==> src/include/mfd_pkg.sv <==
// Functional notes
// - split the 24-bit word into fields of 3, 4, 5, 4, 4, 4 bits.
// - subtract drives mode low, func 0 low, func 1-2 high, func 3 low, carry-in low.
// - store code Q raises Q parallel-mode select and Q load strobe together.
// - store code F raises F parallel-mode select and F load strobe together.
// - reverse-skip special code inverts the skip condition of the same word.
// - skip codes drop the next word on sign bit, carry out, or always; the skip flop holds the skip only while no word waits.
// - jump function suppresses the special-field and skip-field actions.
// - jump loads the ROM address register from the special field.
package mfd_pkg;

  // ---------------------------------------------------------------
  // field layout of the microword, most significant field first
  // ---------------------------------------------------------------
  localparam int WORD_W = 24;
  localparam int RBUS_W = 3;
  localparam int SBUS_W = 4;
  localparam int FUNC_W = 5;
  localparam int STORE_W = 4;
  localparam int SPEC_W = 4;
  localparam int SKIP_W = 4;
  localparam int RBUS_LSB = 21;
  localparam int SBUS_LSB = 17;
  localparam int FUNC_LSB = 12;
  localparam int STORE_LSB = 8;
  localparam int SPEC_LSB = 4;
  localparam int SKIP_LSB = 0;

  // ---------------------------------------------------------------
  // field codes
  // ---------------------------------------------------------------
  localparam logic [2:0] RBUS_NOP = 3'h7;
  localparam logic [3:0] SBUS_SP1 = 4'hb;
  localparam logic [3:0] SBUS_SP2 = 4'ha;
  localparam logic [3:0] SBUS_SP3 = 4'h9;
  localparam logic [4:0] FUNC_SUB = 5'h05;
  localparam logic [4:0] FUNC_NOR = 5'h0d;
  localparam logic [4:0] FUNC_JMP = 5'h12;
  localparam logic [4:0] FUNC_IOR = 5'h1f;
  localparam logic [3:0] STORE_SP1 = 4'h7;
  localparam logic [3:0] STORE_Q = 4'ha;
  localparam logic [3:0] STORE_F = 4'h9;
  localparam logic [3:0] SPEC_RSS = 4'h0;
  localparam logic [3:0] SPEC_NOP = 4'hf;
  localparam logic [3:0] SKIP_NEG = 4'h3;
  localparam logic [3:0] SKIP_ALU_CARRY_OUT = 4'h4;
  localparam logic [3:0] SKIP_UNC = 4'he;
  localparam logic [3:0] SKIP_NOP = 4'hf;

  // ---------------------------------------------------------------
  // alu levels {mode, fn3, fn2, fn1, fn0, carry-in}
  // ---------------------------------------------------------------
  localparam logic [5:0] ALU_SUB = 6'h0c;
  localparam logic [5:0] ALU_NOR = 6'h23;
  localparam logic [5:0] ALU_IOR = 6'h3d;
  localparam logic [5:0] ALU_IDLE = 6'h3d;

  // ---------------------------------------------------------------
  // reset values
  // ---------------------------------------------------------------
  localparam logic [2:0] RST_RBUS = 3'h7;
  localparam logic [3:0] RST_SPEC = 4'hf;
  localparam logic [3:0] RST_SKIP = 4'hf;

endpackage : mfd_pkg

==> src/rtl/mfd_decoder.sv <==
`timescale 1ns/100ps
`default_nettype none
module mfd_decoder
  import mfd_pkg::*;
(
  input wire logic sys_clk,
  input wire logic reset,
  input wire logic [WORD_W-1:0] instrWord,
  input wire logic instrValid,
  input wire logic aluSignBit,
  input wire logic aluCarryOut,
  output logic execValidQ,
  output logic rbusEnableQ,
  output logic [RBUS_W-1:0] rbusSelQ,
  output logic [2:0] spReadQ,
  output logic spWrite1Q,
  output logic aluModeControlQ,
  output logic aluFuncBit0Q,
  output logic aluFuncBit1Q,
  output logic aluFuncBit2Q,
  output logic aluFuncBit3Q,
  output logic aluCarryInQ,
  output logic qParallelModeSelQ,
  output logic qLoadStrobeQ,
  output logic fParallelModeSelQ,
  output logic fLoadStrobeQ,
  output logic skipSenseReverseQ,
  output logic jumpParallelSelectQ,
  output logic romAddrRegLoadQ,
  output logic specialSkipEnableQ,
  output logic [SPEC_W-1:0] jumpTargetQ,
  output logic skipFlagQ,
  output logic skipTakenQ
);

  // ---------------------------------------------------------------
  // field split
  // ---------------------------------------------------------------
  logic [RBUS_W-1:0] rbusField;
  logic [SBUS_W-1:0] sbusField;
  logic [FUNC_W-1:0] funcField;
  logic [STORE_W-1:0] storeField;
  logic [SPEC_W-1:0] specField;
  logic [SKIP_W-1:0] skipField;

  mfd_field_split uSplit (
    .word(instrWord),
    .rbusField(rbusField),
    .sbusField(sbusField),
    .funcField(funcField),
    .storeField(storeField),
    .specField(specField),
    .skipField(skipField)
  );

  // skip condition test, kept apart so the code table reads in one place
  function automatic logic skipCond(input logic [SKIP_W-1:0] code, input logic reverse,
                                    input logic sign, input logic carry);
    logic hit;
    hit = 1'b0;
    case (code)
      SKIP_NEG: hit = sign ^ reverse;
      SKIP_ALU_CARRY_OUT: hit = carry ^ reverse;
      SKIP_UNC: hit = ~reverse;
      default: hit = 1'b0;
    endcase
    return hit;
  endfunction

  // ---------------------------------------------------------------
  // skip evaluation and squash
  // ---------------------------------------------------------------
  logic [SKIP_W-1:0] skipCodeQ;
  logic skipHit;
  logic squash;
  logic takeWord;
  logic isJump;

  // the alu flags belong to the word now on the control outputs, so the
  // hit is known in time to squash the very next word at this edge
  assign skipHit = execValidQ & skipCond(skipCodeQ, skipSenseReverseQ, aluSignBit, aluCarryOut);
  assign squash = instrValid & (skipHit | skipFlagQ);
  assign takeWord = instrValid & ~squash;
  assign isJump = (funcField == FUNC_JMP);

  // skip flop: a new hit sets it only while no word is offered; a squashed word clears it
  always_ff @(posedge sys_clk or posedge reset) begin
    if (reset) begin
      skipFlagQ <= 1'b0;
    end else if (skipHit && !instrValid) begin
      skipFlagQ <= 1'b1;
    end else if (squash) begin
      skipFlagQ <= 1'b0;
    end
  end

  // one-cycle notice to the sequencer that a word was dropped
  always_ff @(posedge sys_clk or posedge reset) begin
    if (reset) begin
      skipTakenQ <= 1'b0;
    end else begin
      skipTakenQ <= squash;
    end
  end

  // ---------------------------------------------------------------
  // bus source selects
  // ---------------------------------------------------------------
  always_ff @(posedge sys_clk or posedge reset) begin
    if (reset) begin
      execValidQ <= 1'b0;
      rbusEnableQ <= 1'b0;
      rbusSelQ <= RST_RBUS;
      spReadQ <= 3'h0;
    end else begin
      execValidQ <= takeWord;
      rbusEnableQ <= takeWord && (rbusField != RBUS_NOP);
      rbusSelQ <= takeWord ? rbusField : RST_RBUS;
      spReadQ[0] <= takeWord && (sbusField == SBUS_SP1);
      spReadQ[1] <= takeWord && (sbusField == SBUS_SP2);
      spReadQ[2] <= takeWord && (sbusField == SBUS_SP3);
    end
  end

  // ---------------------------------------------------------------
  // alu function levels
  // ---------------------------------------------------------------
  logic [5:0] aluLevels;

  // unknown and squashed words leave the alu in the harmless or function
  always_comb begin
    aluLevels = ALU_IDLE;
    if (takeWord) begin
      case (funcField)
        FUNC_SUB: aluLevels = ALU_SUB;
        FUNC_NOR: aluLevels = ALU_NOR;
        FUNC_IOR: aluLevels = ALU_IOR;
        FUNC_JMP: aluLevels = ALU_IOR;
        default: aluLevels = ALU_IDLE;
      endcase
    end
  end

  always_ff @(posedge sys_clk or posedge reset) begin
    if (reset) begin
      aluModeControlQ <= ALU_IDLE[5];
      aluFuncBit3Q <= ALU_IDLE[4];
      aluFuncBit2Q <= ALU_IDLE[3];
      aluFuncBit1Q <= ALU_IDLE[2];
      aluFuncBit0Q <= ALU_IDLE[1];
      aluCarryInQ <= ALU_IDLE[0];
    end else begin
      aluModeControlQ <= aluLevels[5];
      aluFuncBit3Q <= aluLevels[4];
      aluFuncBit2Q <= aluLevels[3];
      aluFuncBit1Q <= aluLevels[2];
      aluFuncBit0Q <= aluLevels[1];
      aluCarryInQ <= aluLevels[0];
    end
  end

  // ---------------------------------------------------------------
  // store destinations
  // ---------------------------------------------------------------
  // mode select and strobe come from one compare so they never split
  always_ff @(posedge sys_clk or posedge reset) begin
    if (reset) begin
      qParallelModeSelQ <= 1'b0;
      qLoadStrobeQ <= 1'b0;
      fParallelModeSelQ <= 1'b0;
      fLoadStrobeQ <= 1'b0;
      spWrite1Q <= 1'b0;
    end else begin
      qParallelModeSelQ <= takeWord && (storeField == STORE_Q);
      qLoadStrobeQ <= takeWord && (storeField == STORE_Q);
      fParallelModeSelQ <= takeWord && (storeField == STORE_F);
      fLoadStrobeQ <= takeWord && (storeField == STORE_F);
      spWrite1Q <= takeWord && (storeField == STORE_SP1);
    end
  end

  // ---------------------------------------------------------------
  // special, skip and jump
  // ---------------------------------------------------------------
  // on a jump the special field is the target, so neither it nor the
  // skip field may act; the held skip code becomes a no-op
  always_ff @(posedge sys_clk or posedge reset) begin
    if (reset) begin
      skipSenseReverseQ <= 1'b0;
      skipCodeQ <= RST_SKIP;
      specialSkipEnableQ <= 1'b0;
      jumpParallelSelectQ <= 1'b0;
      romAddrRegLoadQ <= 1'b0;
      jumpTargetQ <= RST_SPEC;
    end else begin
      skipSenseReverseQ <= takeWord && !isJump && (specField == SPEC_RSS);
      skipCodeQ <= (takeWord && !isJump) ? skipField : SKIP_NOP;
      specialSkipEnableQ <= takeWord && !isJump;
      jumpParallelSelectQ <= takeWord && isJump;
      romAddrRegLoadQ <= takeWord && isJump;
      jumpTargetQ <= (takeWord && isJump) ? specField : RST_SPEC;
    end
  end
endmodule // mfd_decoder
`default_nettype wire

==> src/rtl/mfd_field_split.sv <==
`timescale 1ns/100ps
`default_nettype none
module mfd_field_split
  import mfd_pkg::*;
(
  input wire logic [WORD_W-1:0] word,
  output logic [RBUS_W-1:0] rbusField,
  output logic [SBUS_W-1:0] sbusField,
  output logic [FUNC_W-1:0] funcField,
  output logic [STORE_W-1:0] storeField,
  output logic [SPEC_W-1:0] specField,
  output logic [SKIP_W-1:0] skipField
);

  // ---------------------------------------------------------------
  // pure wiring: six contiguous fields, R-bus at the top
  // ---------------------------------------------------------------
  assign rbusField = word[RBUS_LSB +: RBUS_W];
  assign sbusField = word[SBUS_LSB +: SBUS_W];
  assign funcField = word[FUNC_LSB +: FUNC_W];
  assign storeField = word[STORE_LSB +: STORE_W];
  assign specField = word[SPEC_LSB +: SPEC_W];
  assign skipField = word[SKIP_LSB +: SKIP_W];

endmodule // mfd_field_split
`default_nettype wire

==> config.mk <==
export PLATFORM = sky130hd
export DESIGN_NAME = mfd_decoder
export DESIGN_NICKNAME = d
export VERILOG_FILES = /design/src/include/mfd_pkg.sv /design/src/rtl/mfd_decoder.sv /design/src/rtl/mfd_field_split.sv
export SDC_FILE = /design/constraint.sdc
export NUM_CORES = 1
export LEC_CHECK = 0
export BUFFER_PORTS_ARGS = -buffer_cell sky130_fd_sc_hd__buf_2
export CAP_MARGIN = 20
export CORE_UTILIZATION = 47
export CTS_BUF_LIST = sky130_fd_sc_hd__clkbuf_16
export CTS_CLUSTER_DIAMETER = 30
export DETAILED_ROUTE_END_ITERATION = 7
export GPL_ROUTABILITY_DRIVEN = 0
export GPL_TIMING_DRIVEN = 0
export PLACE_DENSITY = 0.81
export SLEW_MARGIN = 15
export SYNTH_ARGS = -nofsm -noshare
export SYNTH_HDL_FRONTEND = slang
export SYNTH_HIERARCHICAL = 1
export SYNTH_SLANG_ARGS = --single-unit
==> constraint.sdc <==
create_clock -name sys_clk -period 2.3 [get_ports sys_clk]
set_input_delay 0.345 -clock sys_clk [delete_from_list [all_inputs] [get_ports sys_clk]]
set_output_delay 0.345 -clock sys_clk [all_outputs]
set_load 0.02 [all_outputs]
==> metrics.txt, run 1 <==
# TYPE chip_impl_metric gauge
chip_impl_metric{name="clock_skew_after_layout",unit="ns"} 0.00195
chip_impl_metric{name="clockBufferDepth",unit=""} 2
chip_impl_metric{name="ys_seq_elements",unit=""} 28
chip_impl_metric{name="grt_pass1_wl",unit="microns"} 4480
chip_impl_metric{name="critical_path_required",unit="ns"} 2.43
chip_impl_info{name="hold_path_class",value="in2async"} 1
chip_impl_metric{name="async_flop_share",unit=""} 1.00
chip_impl_metric{name="r2r.worst_path.cells",unit=""} 6
chip_impl_metric{name="power_frac_comb",unit=""} 0.138
chip_impl_metric{name="drt-vias-per-instance",unit=""} 5.40
chip_impl_metric{name="clockPowerShare",unit=""} 0.361
chip_impl_metric{name="final-setup-viol-count",unit=""} 0
chip_impl_metric{name="multi_input_combinational_cell_area",unit="sq um"} 468
chip_impl_info{name="setup.worst_path.class",value="reg2reg"} 1
chip_impl_metric{name="synth.net_count",unit=""} 151
chip_impl_metric{name="ant_nets",unit=""} 0
chip_impl_metric{name="fin_worst_hold_slack",unit="ns"} 0.0412
chip_impl_metric{name="internal_power",unit="uW"} 821
chip_impl_info{name="worst_r2r_endpoint",value="rbusEnableQ"} 1
chip_impl_metric{name="initial_antenna_violation_count",unit=""} 0
chip_impl_metric{name="finalHoldViolCount",unit=""} 0
chip_impl_metric{name="design.core.area",unit="sq um"} 2810
chip_impl_metric{name="reg2reg_setup_slack",unit="ns"} 0.12
chip_impl_metric{name="track_usage",unit=""} 0.188
chip_impl_metric{name="crit_path_max_fanout",unit=""} 10
chip_impl_metric{name="worst_ir_drop_vdd",unit="V"} 0.000377
chip_impl_info{name="root_buffer_selected_by_cts",value="clkbuf_16"} 1
chip_impl_metric{name="synth_edf_count",unit=""} 0
chip_impl_metric{name="final.period_utilization",unit=""} 0.947
chip_impl_info{name="endpoint_kind",value="flip-flop"} 1
chip_impl_metric{name="synthToLayoutAreaGrowth",unit="%"} 24.2
chip_impl_metric{name="syn-instance-count",unit=""} 122
chip_impl_metric{name="drt_wl_total",unit="microns"} 2810
chip_impl_metric{name="post-route-util",unit=""} 0.623
chip_impl_metric{name="core.rowCount",unit=""} 19
chip_impl_info{name="tritoncts",value="done"} 1
chip_impl_metric{name="fillerInstances",unit=""} 238
chip_impl_metric{name="die_y",unit="microns"} 56.7
chip_impl_metric{name="syn-cell-area",unit="sq um"} 1410
chip_impl_metric{name="routed-via-count",unit=""} 1032
chip_impl_metric{name="clock_sink_count",unit=""} 28
chip_impl_metric{name="wl_per_instance",unit="microns"} 14.7
chip_impl_metric{name="switching_share",unit=""} 0.231
chip_impl_metric{name="worst_ep_arrival_time",unit="ns"} 2.30
chip_impl_metric{name="first_drt_iteration_drcs",unit=""} 21
chip_impl_metric{name="leakage",unit="nW"} 0.826
chip_impl_metric{name="synth_cell_types",unit=""} 34
chip_impl_metric{name="first_global_vias",unit=""} 986
chip_impl_metric{name="numCtsBuffers",unit=""} 3
chip_impl_metric{name="maxSlewHeadroom",unit=""} 0.583
chip_impl_metric{name="remaining_drc_errors",unit=""} 4
chip_impl_metric{name="synth_sequential_area_ratio",unit=""} 0.510
chip_impl_metric{name="seq_power_share",unit=""} 0.501
chip_impl_info{name="run_status",value="finished with violations"} 1
chip_impl_metric{name="worst_skew_late_latency",unit="ns"} 0.26
chip_impl_metric{name="drt_first_pass_iters",unit=""} 6
chip_impl_metric{name="synthesis.yosys.warnings",unit=""} 6
chip_impl_metric{name="synthesis.area_per_instance",unit="sq um"} 11.5
chip_impl_metric{name="final_layout_size_suffix_gt1_frac",unit=""} 0.563
chip_impl_info{name="start_kind",value="flip-flop"} 1
chip_impl_metric{name="fmax",unit="MHz"} 459
chip_impl_metric{name="dp_hpwl",unit="microns"} 2010
chip_impl_metric{name="grt_start_max_net_pins",unit=""} 29
chip_impl_info{name="synth_top_flop_cell",value="dfstp_2"} 1
chip_impl_metric{name="finalWorstPathRequiredPeriod",unit="ns"} 2.18
chip_impl_metric{name="htree_num_levels",unit=""} 1
chip_impl_metric{name="path_clk_slew",unit="ns"} 0.06
chip_impl_metric{name="setup_tns",unit="ns"} 0
chip_impl_metric{name="timing.final.max_slew_violations",unit=""} 0
chip_impl_metric{name="worst_pin_slew",unit="ns"} 0.608
chip_impl_info{name="violated_checks",value="DRC"} 1
chip_impl_info{name="r2r-start",value="skipCodeQ[2]"} 1
chip_impl_metric{name="power-per-cell-area",unit="nW/um^2"} 611
chip_impl_info{name="rsz_0062_raised_after_global_routing",value="no"} 1
chip_impl_metric{name="floorplan.die_area",unit="sq um"} 3220
chip_impl_metric{name="power.net_switching",unit="uW"} 246
chip_impl_metric{name="grt_overflow",unit=""} 0
chip_impl_metric{name="maximum_capacitance_violations",unit=""} 0
chip_impl_metric{name="port_buffers",unit=""} 33
chip_impl_metric{name="die_w",unit="microns"} 56.7
chip_impl_metric{name="finalNetCount",unit=""} 190
chip_impl_metric{name="ff_latch_area",unit="sq um"} 718
chip_impl_metric{name="ant_diodes",unit=""} 0
chip_impl_metric{name="ioPinCount",unit=""} 58
chip_impl_metric{name="start_util",unit=""} 0.502
-- repair_timing --
item / 4_1_cts / 5_1_grt
setup buffers: 0 / 0
setup endpoints to repair: 0 / 9
gates resized for setup: 0 / 4
hold buffers: 0 / 0
-- cells by family after synthesis --
| logic type | count (synthesis) | synth area share |
|---|---|---|
| AOI/OAI and AO/OA | 6 | 0.0418 |
| and+or+nand+nor | 50 | 0.244 |
| buffers and inverters | 35 | 0.179 |
| DFF | 28 | 0.510 |
| muxes | 3 | 0.0249 |
-- layout by cell type, fill, tap and decap left out, types with 3 or more instances in the layout --
cell and instances:
inv_1 3, or3_1 3, buf_2 33, nand3b_1 3, buf_4 30, dfstp_2 14
nor4_1 4, nor3_1 6, nand3_1 5, clkbuf_16 3, and3_1 3, dfrtp_1 14
or4_1 6
-- per-layer routing --
layer,vias up,wire length (microns),track usage
li1,491,-,-
met1,491,1160,0.248
met2,45,1450,0.298
met3,5,149,0.0369
met4,0,49,0.0893
met5,-,0,0
-- per-stage QoR --
stage               setup WS [ns]  power [mW]  cell area, sq um  instances
floorplan                   0.243       0.642              1410        122
global placement           0.0703       0.673              1610        186
detailed placement         0.0358       0.678              1610        186
CTS                        0.0149        1.06              1690        190
global route               0.0232        1.10              1750        191
finish                      0.122        1.07              1750        191
-- state kept, by name, indices dropped and copies added, names as in the netlist, 3 cells and up --
signal and flops:
rbusSelQ 3, spReadQ 3, jumpTargetQ 4, skipCodeQ 4
-- area by class of cell --
class,instances,share of cell area
Multi-Input combinational cell,59,0.268
Clock inverter,1,0.00215
Tap cell,31,0.0222
Clock buffer,3,0.0429
Buffer,33,0.140
Sequential cell,28,0.411
Inverter,2,0.00429
Timing Repair Buffer,34,0.110
-- cell usage after synthesis, types with 3 or more instances --
library cell  instances  area [sq um]
or3_1                 3          18.8
nand3b_1              3          22.5
nor3_1                6          30.0
or4_1                 6          45.0
and3_1                3          18.8
dfrtp_1              14           350
buf_4                30           225
nand2_1               3          11.3
nor4_1                4          25.0
nand3_1               5          25.0
dfstp_2              14           368
-- how the worst max path moves through the flow --
stage	to	slack, ns	startpoint	cells past startpoint
4_1_cts	skipCodeQ[0]	0.01	skipCodeQ[0]	5
5_1_grt	rbusEnableQ	0.02	skipCodeQ[2]	6
2_1_floorplan	jumpTargetQ[2]	0.24	skipCodeQ[2]	5
3_5_place_dp	skipCodeQ[0]	0.04	skipCodeQ[0]	5
3_3_place_gp	skipCodeQ[0]	0.07	skipCodeQ[0]	5
6_report	rbusEnableQ	0.12	skipCodeQ[2]	6
-- power by group through the flow --
| stage | registers [mW] | logic [mW] | clock network, mW |
|---|---|---|---|
| final | 0.535 | 0.148 | 0.385 |
| after global routing | 0.537 | 0.161 | 0.406 |
| after CTS | 0.533 | 0.137 | 0.387 |
| after detailed placement | 0.541 | 0.137 | 0 |
| after global placement | 0.540 | 0.133 | 0 |
| after floorplan | 0.557 | 0.0847 | 0 |
-- critical path, stage by stage (launching register included) --
cell	delay, ns
dfstp_2	0.54
or3b_2	0.50
a2111oi_4	0.39
mux2_4	0.23
buf_6	0.13
buf_4	0.17
nor3_1	0.07
No activity file was read; power rests on OpenSTA's default activity.
==> run 2: changes to the inputs <==
CORE_MARGIN = 2   (was default)
clock period = 2.1 ns   (was 2.3 ns; I/O delays follow)
==> metrics.txt, run 2 (same netlist as run 1, synthesis figures left out) <==
# TYPE chip_impl_metric gauge
chip_impl_info{name="endpoint_kind",value="flip-flop"} 1
chip_impl_metric{name="routed-via-count",unit=""} 1061
chip_impl_metric{name="worst_ep_arrival_time",unit="ns"} 2.31
chip_impl_info{name="start_kind",value="flip-flop"} 1
chip_impl_metric{name="grt_overflow",unit=""} 0
chip_impl_metric{name="grt_start_max_net_pins",unit=""} 29
chip_impl_metric{name="drt_first_pass_iters",unit=""} 8
chip_impl_metric{name="fin_ws",unit="ns"} -0.0391
chip_impl_metric{name="drt_wl_total",unit="microns"} 2930
chip_impl_info{name="timing.hold.worst.start",value="instrWord[17]"} 1
chip_impl_metric{name="track_usage",unit=""} 0.179
chip_impl_info{name="cell_with_the_largest_stage_delay_on_the_worst_path",value="dfstp_2"} 1
chip_impl_metric{name="critical_path_required",unit="ns"} 2.27
chip_impl_metric{name="final-setup-viol-count",unit=""} 9
chip_impl_metric{name="instances_no_fill",unit=""} 195
chip_impl_metric{name="fillerInstances",unit=""} 217
chip_impl_metric{name="synthToLayoutAreaGrowth",unit="%"} 29.9
chip_impl_info{name="tritoncts",value="done"} 1
chip_impl_metric{name="clock_sink_count",unit=""} 28
chip_impl_metric{name="crit_path_max_fanout",unit=""} 2
chip_impl_metric{name="reg2reg_setup_slack",unit="ns"} -0.04
chip_impl_metric{name="die_w",unit="microns"} 58.7
chip_impl_metric{name="pre_cts_worst_setup_slack",unit="ns"} -0.185
chip_impl_metric{name="start_util",unit=""} 0.502
chip_impl_metric{name="path_clk_slew",unit="ns"} 0.07
chip_impl_metric{name="power-per-cell-area",unit="nW/um^2"} 713
chip_impl_metric{name="wl_per_instance",unit="microns"} 15.0
chip_impl_metric{name="clock_skew_after_layout",unit="ns"} 0.00192
chip_impl_metric{name="ff_latch_area",unit="sq um"} 718
chip_impl_metric{name="ant_nets",unit=""} 0
chip_impl_info{name="cpLargestDelayFamily",value="simple AND/OR/NAND/NOR gates"} 1
chip_impl_metric{name="post-route-util",unit=""} 0.652
chip_impl_metric{name="port_buffers",unit=""} 33
chip_impl_metric{name="grt_pass1_wl",unit="microns"} 4690
chip_impl_info{name="hold_path_class",value="in2reg"} 1
chip_impl_metric{name="finalHoldViolCount",unit=""} 0
chip_impl_metric{name="finalWorstPathRequiredPeriod",unit="ns"} 2.14
chip_impl_info{name="setup.worst_path.class",value="reg2reg"} 1
chip_impl_metric{name="finalNetCount",unit=""} 194
chip_impl_metric{name="design.core.area",unit="sq um"} 2810
chip_impl_metric{name="fin_worst_hold_slack",unit="ns"} 0.219
chip_impl_metric{name="dp_hpwl",unit="microns"} 2030
chip_impl_info{name="worst_r2r_endpoint",value="skipCodeQ[3]"} 1
chip_impl_info{name="top_regs",value="jumpTargetQ (4), skipCodeQ (4)"} 1
chip_impl_metric{name="numCtsBuffers",unit=""} 3
chip_impl_info{name="mostFrequentLayoutCell",value="buf_4"} 1
chip_impl_metric{name="clockBufferDepth",unit=""} 2
chip_impl_metric{name="initial_antenna_violation_count",unit=""} 0
chip_impl_metric{name="ant_diodes",unit=""} 0
chip_impl_info{name="hold_end",value="spReadQ[1]"} 1
chip_impl_metric{name="htree_num_levels",unit=""} 1
chip_impl_info{name="run_status",value="finished with violations"} 1
chip_impl_metric{name="first_drt_iteration_drcs",unit=""} 26
chip_impl_metric{name="drt-vias-per-instance",unit=""} 5.44
chip_impl_metric{name="core.rowCount",unit=""} 19
chip_impl_metric{name="die_y",unit="microns"} 58.7
chip_impl_metric{name="hold-path-cell-count",unit=""} 2
chip_impl_metric{name="setup_tns",unit="ns"} -0.174
chip_impl_metric{name="final.period_utilization",unit=""} 1.02
chip_impl_metric{name="ioPinCount",unit=""} 58
chip_impl_metric{name="timing.final.max_slew_violations",unit=""} 0
chip_impl_info{name="mostFrequentLayoutCells",value="buf_4, buf_2, dfstp_2, dfrtp_1, nor3_1"} 1
chip_impl_metric{name="worstPathBufferInverterCount",unit=""} 1
chip_impl_metric{name="first_global_vias",unit=""} 1072
chip_impl_metric{name="worst_skew_late_latency",unit="ns"} 0.26
chip_impl_metric{name="floorplan.die_area",unit="sq um"} 3450
chip_impl_metric{name="slowest_delay",unit="ns"} 0.53
chip_impl_metric{name="remaining_drc_errors",unit=""} 1
chip_impl_metric{name="final_layout_size_suffix_gt1_frac",unit=""} 0.622
chip_impl_info{name="timing.critical_path.cells",value="nor4b_4, mux2i_2, mux2_4, buf_4, or4_4"} 1
chip_impl_metric{name="multi_input_combinational_cell_area",unit="sq um"} 507
chip_impl_metric{name="post-place-cells",unit=""} 186
chip_impl_metric{name="worst_ir_drop_vdd",unit="V"} 0.000389
chip_impl_metric{name="fmax",unit="MHz"} 467
chip_impl_info{name="root_buffer_selected_by_cts",value="clkbuf_16"} 1
chip_impl_metric{name="r2r.worst_path.cells",unit=""} 5
chip_impl_metric{name="hold_buffers",unit=""} 0
chip_impl_metric{name="worst_pin_slew",unit="ns"} 0.949
chip_impl_info{name="violated_checks",value="DRC, setup timing"} 1
chip_impl_metric{name="maximum_capacitance_violations",unit=""} 0
chip_impl_info{name="rsz_0062_raised_after_global_routing",value="yes"} 1
chip_impl_metric{name="maxSlewHeadroom",unit=""} 0.367
chip_impl_metric{name="leakage",unit="nW"} 0.855
chip_impl_info{name="r2r-start",value="skipCodeQ[2]"} 1
[run 2: power by group]
group,internal (mW),switching (mW)
logic,0.0799,0.0912
registers,0.568,0.0168
clock network,0.379,0.169
total,1.03,0.276
[run 2: repair_timing]
action,4_1_cts,5_1_grt
pin swaps,1,2
endpoints found under the hold margin,0,0
setup endpoints to repair,18,22
buffers inserted,4,1
resized for setup,9,5
[run 2: how the worst max path moves through the flow]
| stage | depth (start not counted) | endpoint | from | slack [ns] |
|---|---|---|---|---|
| after floorplan | 5 | jumpTargetQ[2] | skipCodeQ[2] | 0.04 |
| after global placement | 5 | skipCodeQ[0] | skipCodeQ[0] | -0.13 |
| after detailed placement | 5 | skipCodeQ[0] | skipCodeQ[0] | -0.19 |
| after CTS | 5 | skipCodeQ[2] | skipCodeQ[2] | -0.02 |
| after global routing | 5 | skipCodeQ[3] | skipCodeQ[2] | -0.09 |
| final | 5 | skipCodeQ[3] | skipCodeQ[2] | -0.04 |
[run 2: worst register-to-register path, cell delays in order (launching register included)]
cell and delay [ns]:
dfstp_2 0.53, nor4b_4 0.23, mux2i_2 0.29, mux2_4 0.35
buf_4 0.15, or4_4 0.51
[run 2: routing by layer]
layer / up-vias / global-route usage / share of wire / wire length [microns]
met5: - / 0 / 0 / 0
met4: 0 / 0.0812 / 0.014 / 41
met3: 4 / 0.0264 / 0.042 / 124
met2: 42 / 0.303 / 0.54 / 1570
met1: 516 / 0.225 / 0.41 / 1190
li1: 499 / - / - / -
[run 2: layout make-up]
class                      instances  area share
clock buffer                       3      0.0411
inverter                           2     0.00411
multi-input combinational         59       0.277
tap                               31      0.0212
clock inverter                     1      0.0164
sequential                        28       0.393
buffer                            33       0.136
timing repair buffer              38       0.111
[run 2: through the flow]
stage | instance area [sq um] | total power [mW]
after floorplan | 1410 | 0.703
after global placement | 1610 | 0.737
after detailed placement | 1610 | 0.742
after CTS | 1790 | 1.30
after global routing | 1830 | 1.35
final | 1830 | 1.30
==> run 3: changes to the inputs <==
REMOVE_ABC_BUFFERS = 1   (was default)
==> metrics.txt, run 3 (same netlist as run 1, synthesis figures left out) <==
# TYPE chip_impl_metric gauge
chip_impl_info{name="mostFrequentLayoutCells",value="buf_2, dfstp_2, dfrtp_1, nor3_1, nand3_1"} 1
chip_impl_info{name="tritoncts",value="done"} 1
chip_impl_metric{name="slowest_delay",unit="ns"} 0.54
chip_impl_info{name="mostFrequentLayoutCell",value="buf_2"} 1
chip_impl_info{name="endpoint_kind",value="flip-flop"} 1
chip_impl_info{name="gr-max-usage-layer",value="met2"} 1
chip_impl_metric{name="maximum_capacitance_violations",unit=""} 0
chip_impl_metric{name="fin_ws",unit="ns"} -0.0156
chip_impl_metric{name="worst_ir_drop_vdd",unit="V"} 0.000308
chip_impl_metric{name="clock_skew_after_layout",unit="ns"} 0.00176
chip_impl_metric{name="first_global_vias",unit=""} 1035
chip_impl_metric{name="remaining_drc_errors",unit=""} 2
chip_impl_metric{name="power",unit="mW"} 1.16
chip_impl_info{name="start_kind",value="flip-flop"} 1
chip_impl_metric{name="routed-via-count",unit=""} 1005
chip_impl_metric{name="setup_tns",unit="ns"} -0.0377
chip_impl_metric{name="synthToLayoutAreaGrowth",unit="%"} 17.7
chip_impl_info{name="cpLargestDelayFamily",value="simple AND/OR/NAND/NOR gates"} 1
chip_impl_metric{name="htree_num_levels",unit=""} 1
chip_impl_metric{name="finalHoldViolCount",unit=""} 0
chip_impl_metric{name="initial_antenna_violation_count",unit=""} 0
chip_impl_metric{name="final.period_utilization",unit=""} 1.01
chip_impl_metric{name="numCtsBuffers",unit=""} 3
chip_impl_metric{name="drt_wl_total",unit="microns"} 2710
chip_impl_metric{name="clock_sink_count",unit=""} 28
chip_impl_info{name="top_regs",value="jumpTargetQ (4), skipCodeQ (4)"} 1
chip_impl_metric{name="floorplan.die_area",unit="sq um"} 3450
chip_impl_metric{name="post-place-cells",unit=""} 177
chip_impl_info{name="cell_with_the_largest_stage_delay_on_the_worst_path",value="dfstp_2"} 1
chip_impl_info{name="root_buffer_selected_by_cts",value="clkbuf_16"} 1
chip_impl_metric{name="post-route-cell-area",unit="sq um"} 1660
chip_impl_info{name="setup.worst_path.class",value="reg2reg"} 1
chip_impl_info{name="run_status",value="finished with violations"} 1
chip_impl_metric{name="worst_ep_arrival_time",unit="ns"} 2.29
chip_impl_metric{name="finalWorstPathRequiredPeriod",unit="ns"} 2.12
chip_impl_metric{name="instances_no_fill",unit=""} 184
chip_impl_info{name="timing.critical_path.cells",value="nor4b_4, mux2i_2, mux2_4, or4_4"} 1
chip_impl_metric{name="ant_diodes",unit=""} 0
chip_impl_metric{name="finalNetCount",unit=""} 183
chip_impl_metric{name="post_dp_cell_area",unit="sq um"} 1490
chip_impl_metric{name="start_util",unit=""} 0.502
chip_impl_metric{name="die_w",unit="microns"} 58.7
chip_impl_metric{name="worst_skew_late_latency",unit="ns"} 0.26
chip_impl_info{name="rsz_0062_raised_after_global_routing",value="yes"} 1
chip_impl_metric{name="drt_first_pass_iters",unit=""} 6
chip_impl_metric{name="grt_start_max_net_pins",unit=""} 29
chip_impl_metric{name="design.core.area",unit="sq um"} 2810
chip_impl_metric{name="maxSlewHeadroom",unit=""} 0.733
chip_impl_metric{name="met2_usage_grt",unit=""} 0.294
chip_impl_metric{name="timing.final.max_slew_violations",unit=""} 0
chip_impl_metric{name="power-per-cell-area",unit="nW/um^2"} 700
chip_impl_metric{name="wl_per_instance",unit="microns"} 14.7
chip_impl_metric{name="core.rowCount",unit=""} 19
chip_impl_metric{name="drt-vias-per-instance",unit=""} 5.46
chip_impl_metric{name="fin_worst_hold_slack",unit="ns"} 0.224
chip_impl_metric{name="path_clk_slew",unit="ns"} 0.06
chip_impl_metric{name="crit_path_max_fanout",unit=""} 21
chip_impl_metric{name="track_usage",unit=""} 0.171
chip_impl_metric{name="fmax",unit="MHz"} 473
chip_impl_metric{name="final-setup-viol-count",unit=""} 4
chip_impl_metric{name="worst_pin_slew",unit="ns"} 0.393
chip_impl_metric{name="gr-usage-met1",unit=""} 0.188
chip_impl_info{name="violated_checks",value="DRC, setup timing"} 1
chip_impl_metric{name="reg2reg_setup_slack",unit="ns"} -0.02
chip_impl_metric{name="grt_overflow",unit=""} 0
chip_impl_metric{name="worstPathBufferInverterCount",unit=""} 0
chip_impl_metric{name="ioPinCount",unit=""} 58
chip_impl_metric{name="port_buffers",unit=""} 57
chip_impl_metric{name="clockBufferDepth",unit=""} 2
chip_impl_metric{name="first_drt_iteration_drcs",unit=""} 41
chip_impl_metric{name="grt_pass1_wl",unit="microns"} 4360
chip_impl_info{name="hold_path_class",value="in2reg"} 1
chip_impl_metric{name="final_layout_size_suffix_gt1_frac",unit=""} 0.575
chip_impl_metric{name="critical_path_required",unit="ns"} 2.28
chip_impl_metric{name="leakage",unit="nW"} 0.775
chip_impl_metric{name="die_y",unit="microns"} 58.7
chip_impl_metric{name="globalRouteMet3Util",unit=""} 0.0242
chip_impl_metric{name="ant_nets",unit=""} 0
-- run 3: cell types whose count changed in the layout (fill, tap and decap cells not counted), sizes merged --
cell	before	now
clkinv	0	1
clkbuf	5	4
dlygate4sd3	0	1
bufinv	1	0
buf	69	58
-- run 3: per-layer routing --
layer  vias up  routed length, microns  share of wire
met4         0                      72          0.027
met5         -                       0              0
met2        27                    1450           0.53
met1       498                    1100           0.40
met3         6                      98          0.036
li1        474                       -              -
-- run 3: cell type report --
type,count,area [sq um]
Clock inverter,1,3.75
Clock buffer,3,75.1
Sequential cell,28,718
Inverter,2,7.51
Multi-Input combinational cell,59,485
Tap cell,31,38.8
Fill cell,230,1150
Timing Repair Buffer,60,328
-- run 3: what timing repair did --
item / 4_1_cts / 5_1_grt
resized for setup: 5 / 4
cloned: 0 / 0
pin swaps: 0 / 0
hold buffers: 0 / 1
setup endpoints to repair: 10 / 28
hold endpoints to repair: 0 / 1
buffers inserted: 1 / 0
-- run 3: path summary, 6_finish.rpt --
kind / to / cells after the start / startpoint
worst max register to register: jumpTargetQ[3] / 4 / skipCodeQ[2]
worst min-delay path: spReadQ[1] / 2 / instrWord[17]
worst min register to register: jumpTargetQ[0] / 2 / skipFlagQ
max in group asynchronous: aluFuncBit1Q / 4 / reset
min in group asynchronous: rbusEnableQ / 3 / reset
worst max-delay path: jumpTargetQ[3] / 4 / skipCodeQ[2]
-- run 3: power breakdown --
part	leakage (nW)	switching, mW	internal, mW
Combinational	0.401	0.0859	0.0644
Sequential	0.336	0.0172	0.569
Clock	0.0385	0.169	0.255
Total	0.775	0.272	0.888
-- run 3: metrics by stage --
stage	worst slack, ns	utilization
after floorplan	0.0900	-
after CTS	-0.00998	0.570
after global routing	-0.0982	0.591
after global placement	-0.0841	0.530
after detailed placement	-0.169	0.530
final	-0.0156	0.591
-- run 3: worst register-to-register path, delay by kind of cell, from the launching register on --
kind,cells,cell delay [ns]
simple gates,2,0.75
flops,1,0.54
mux,2,0.73
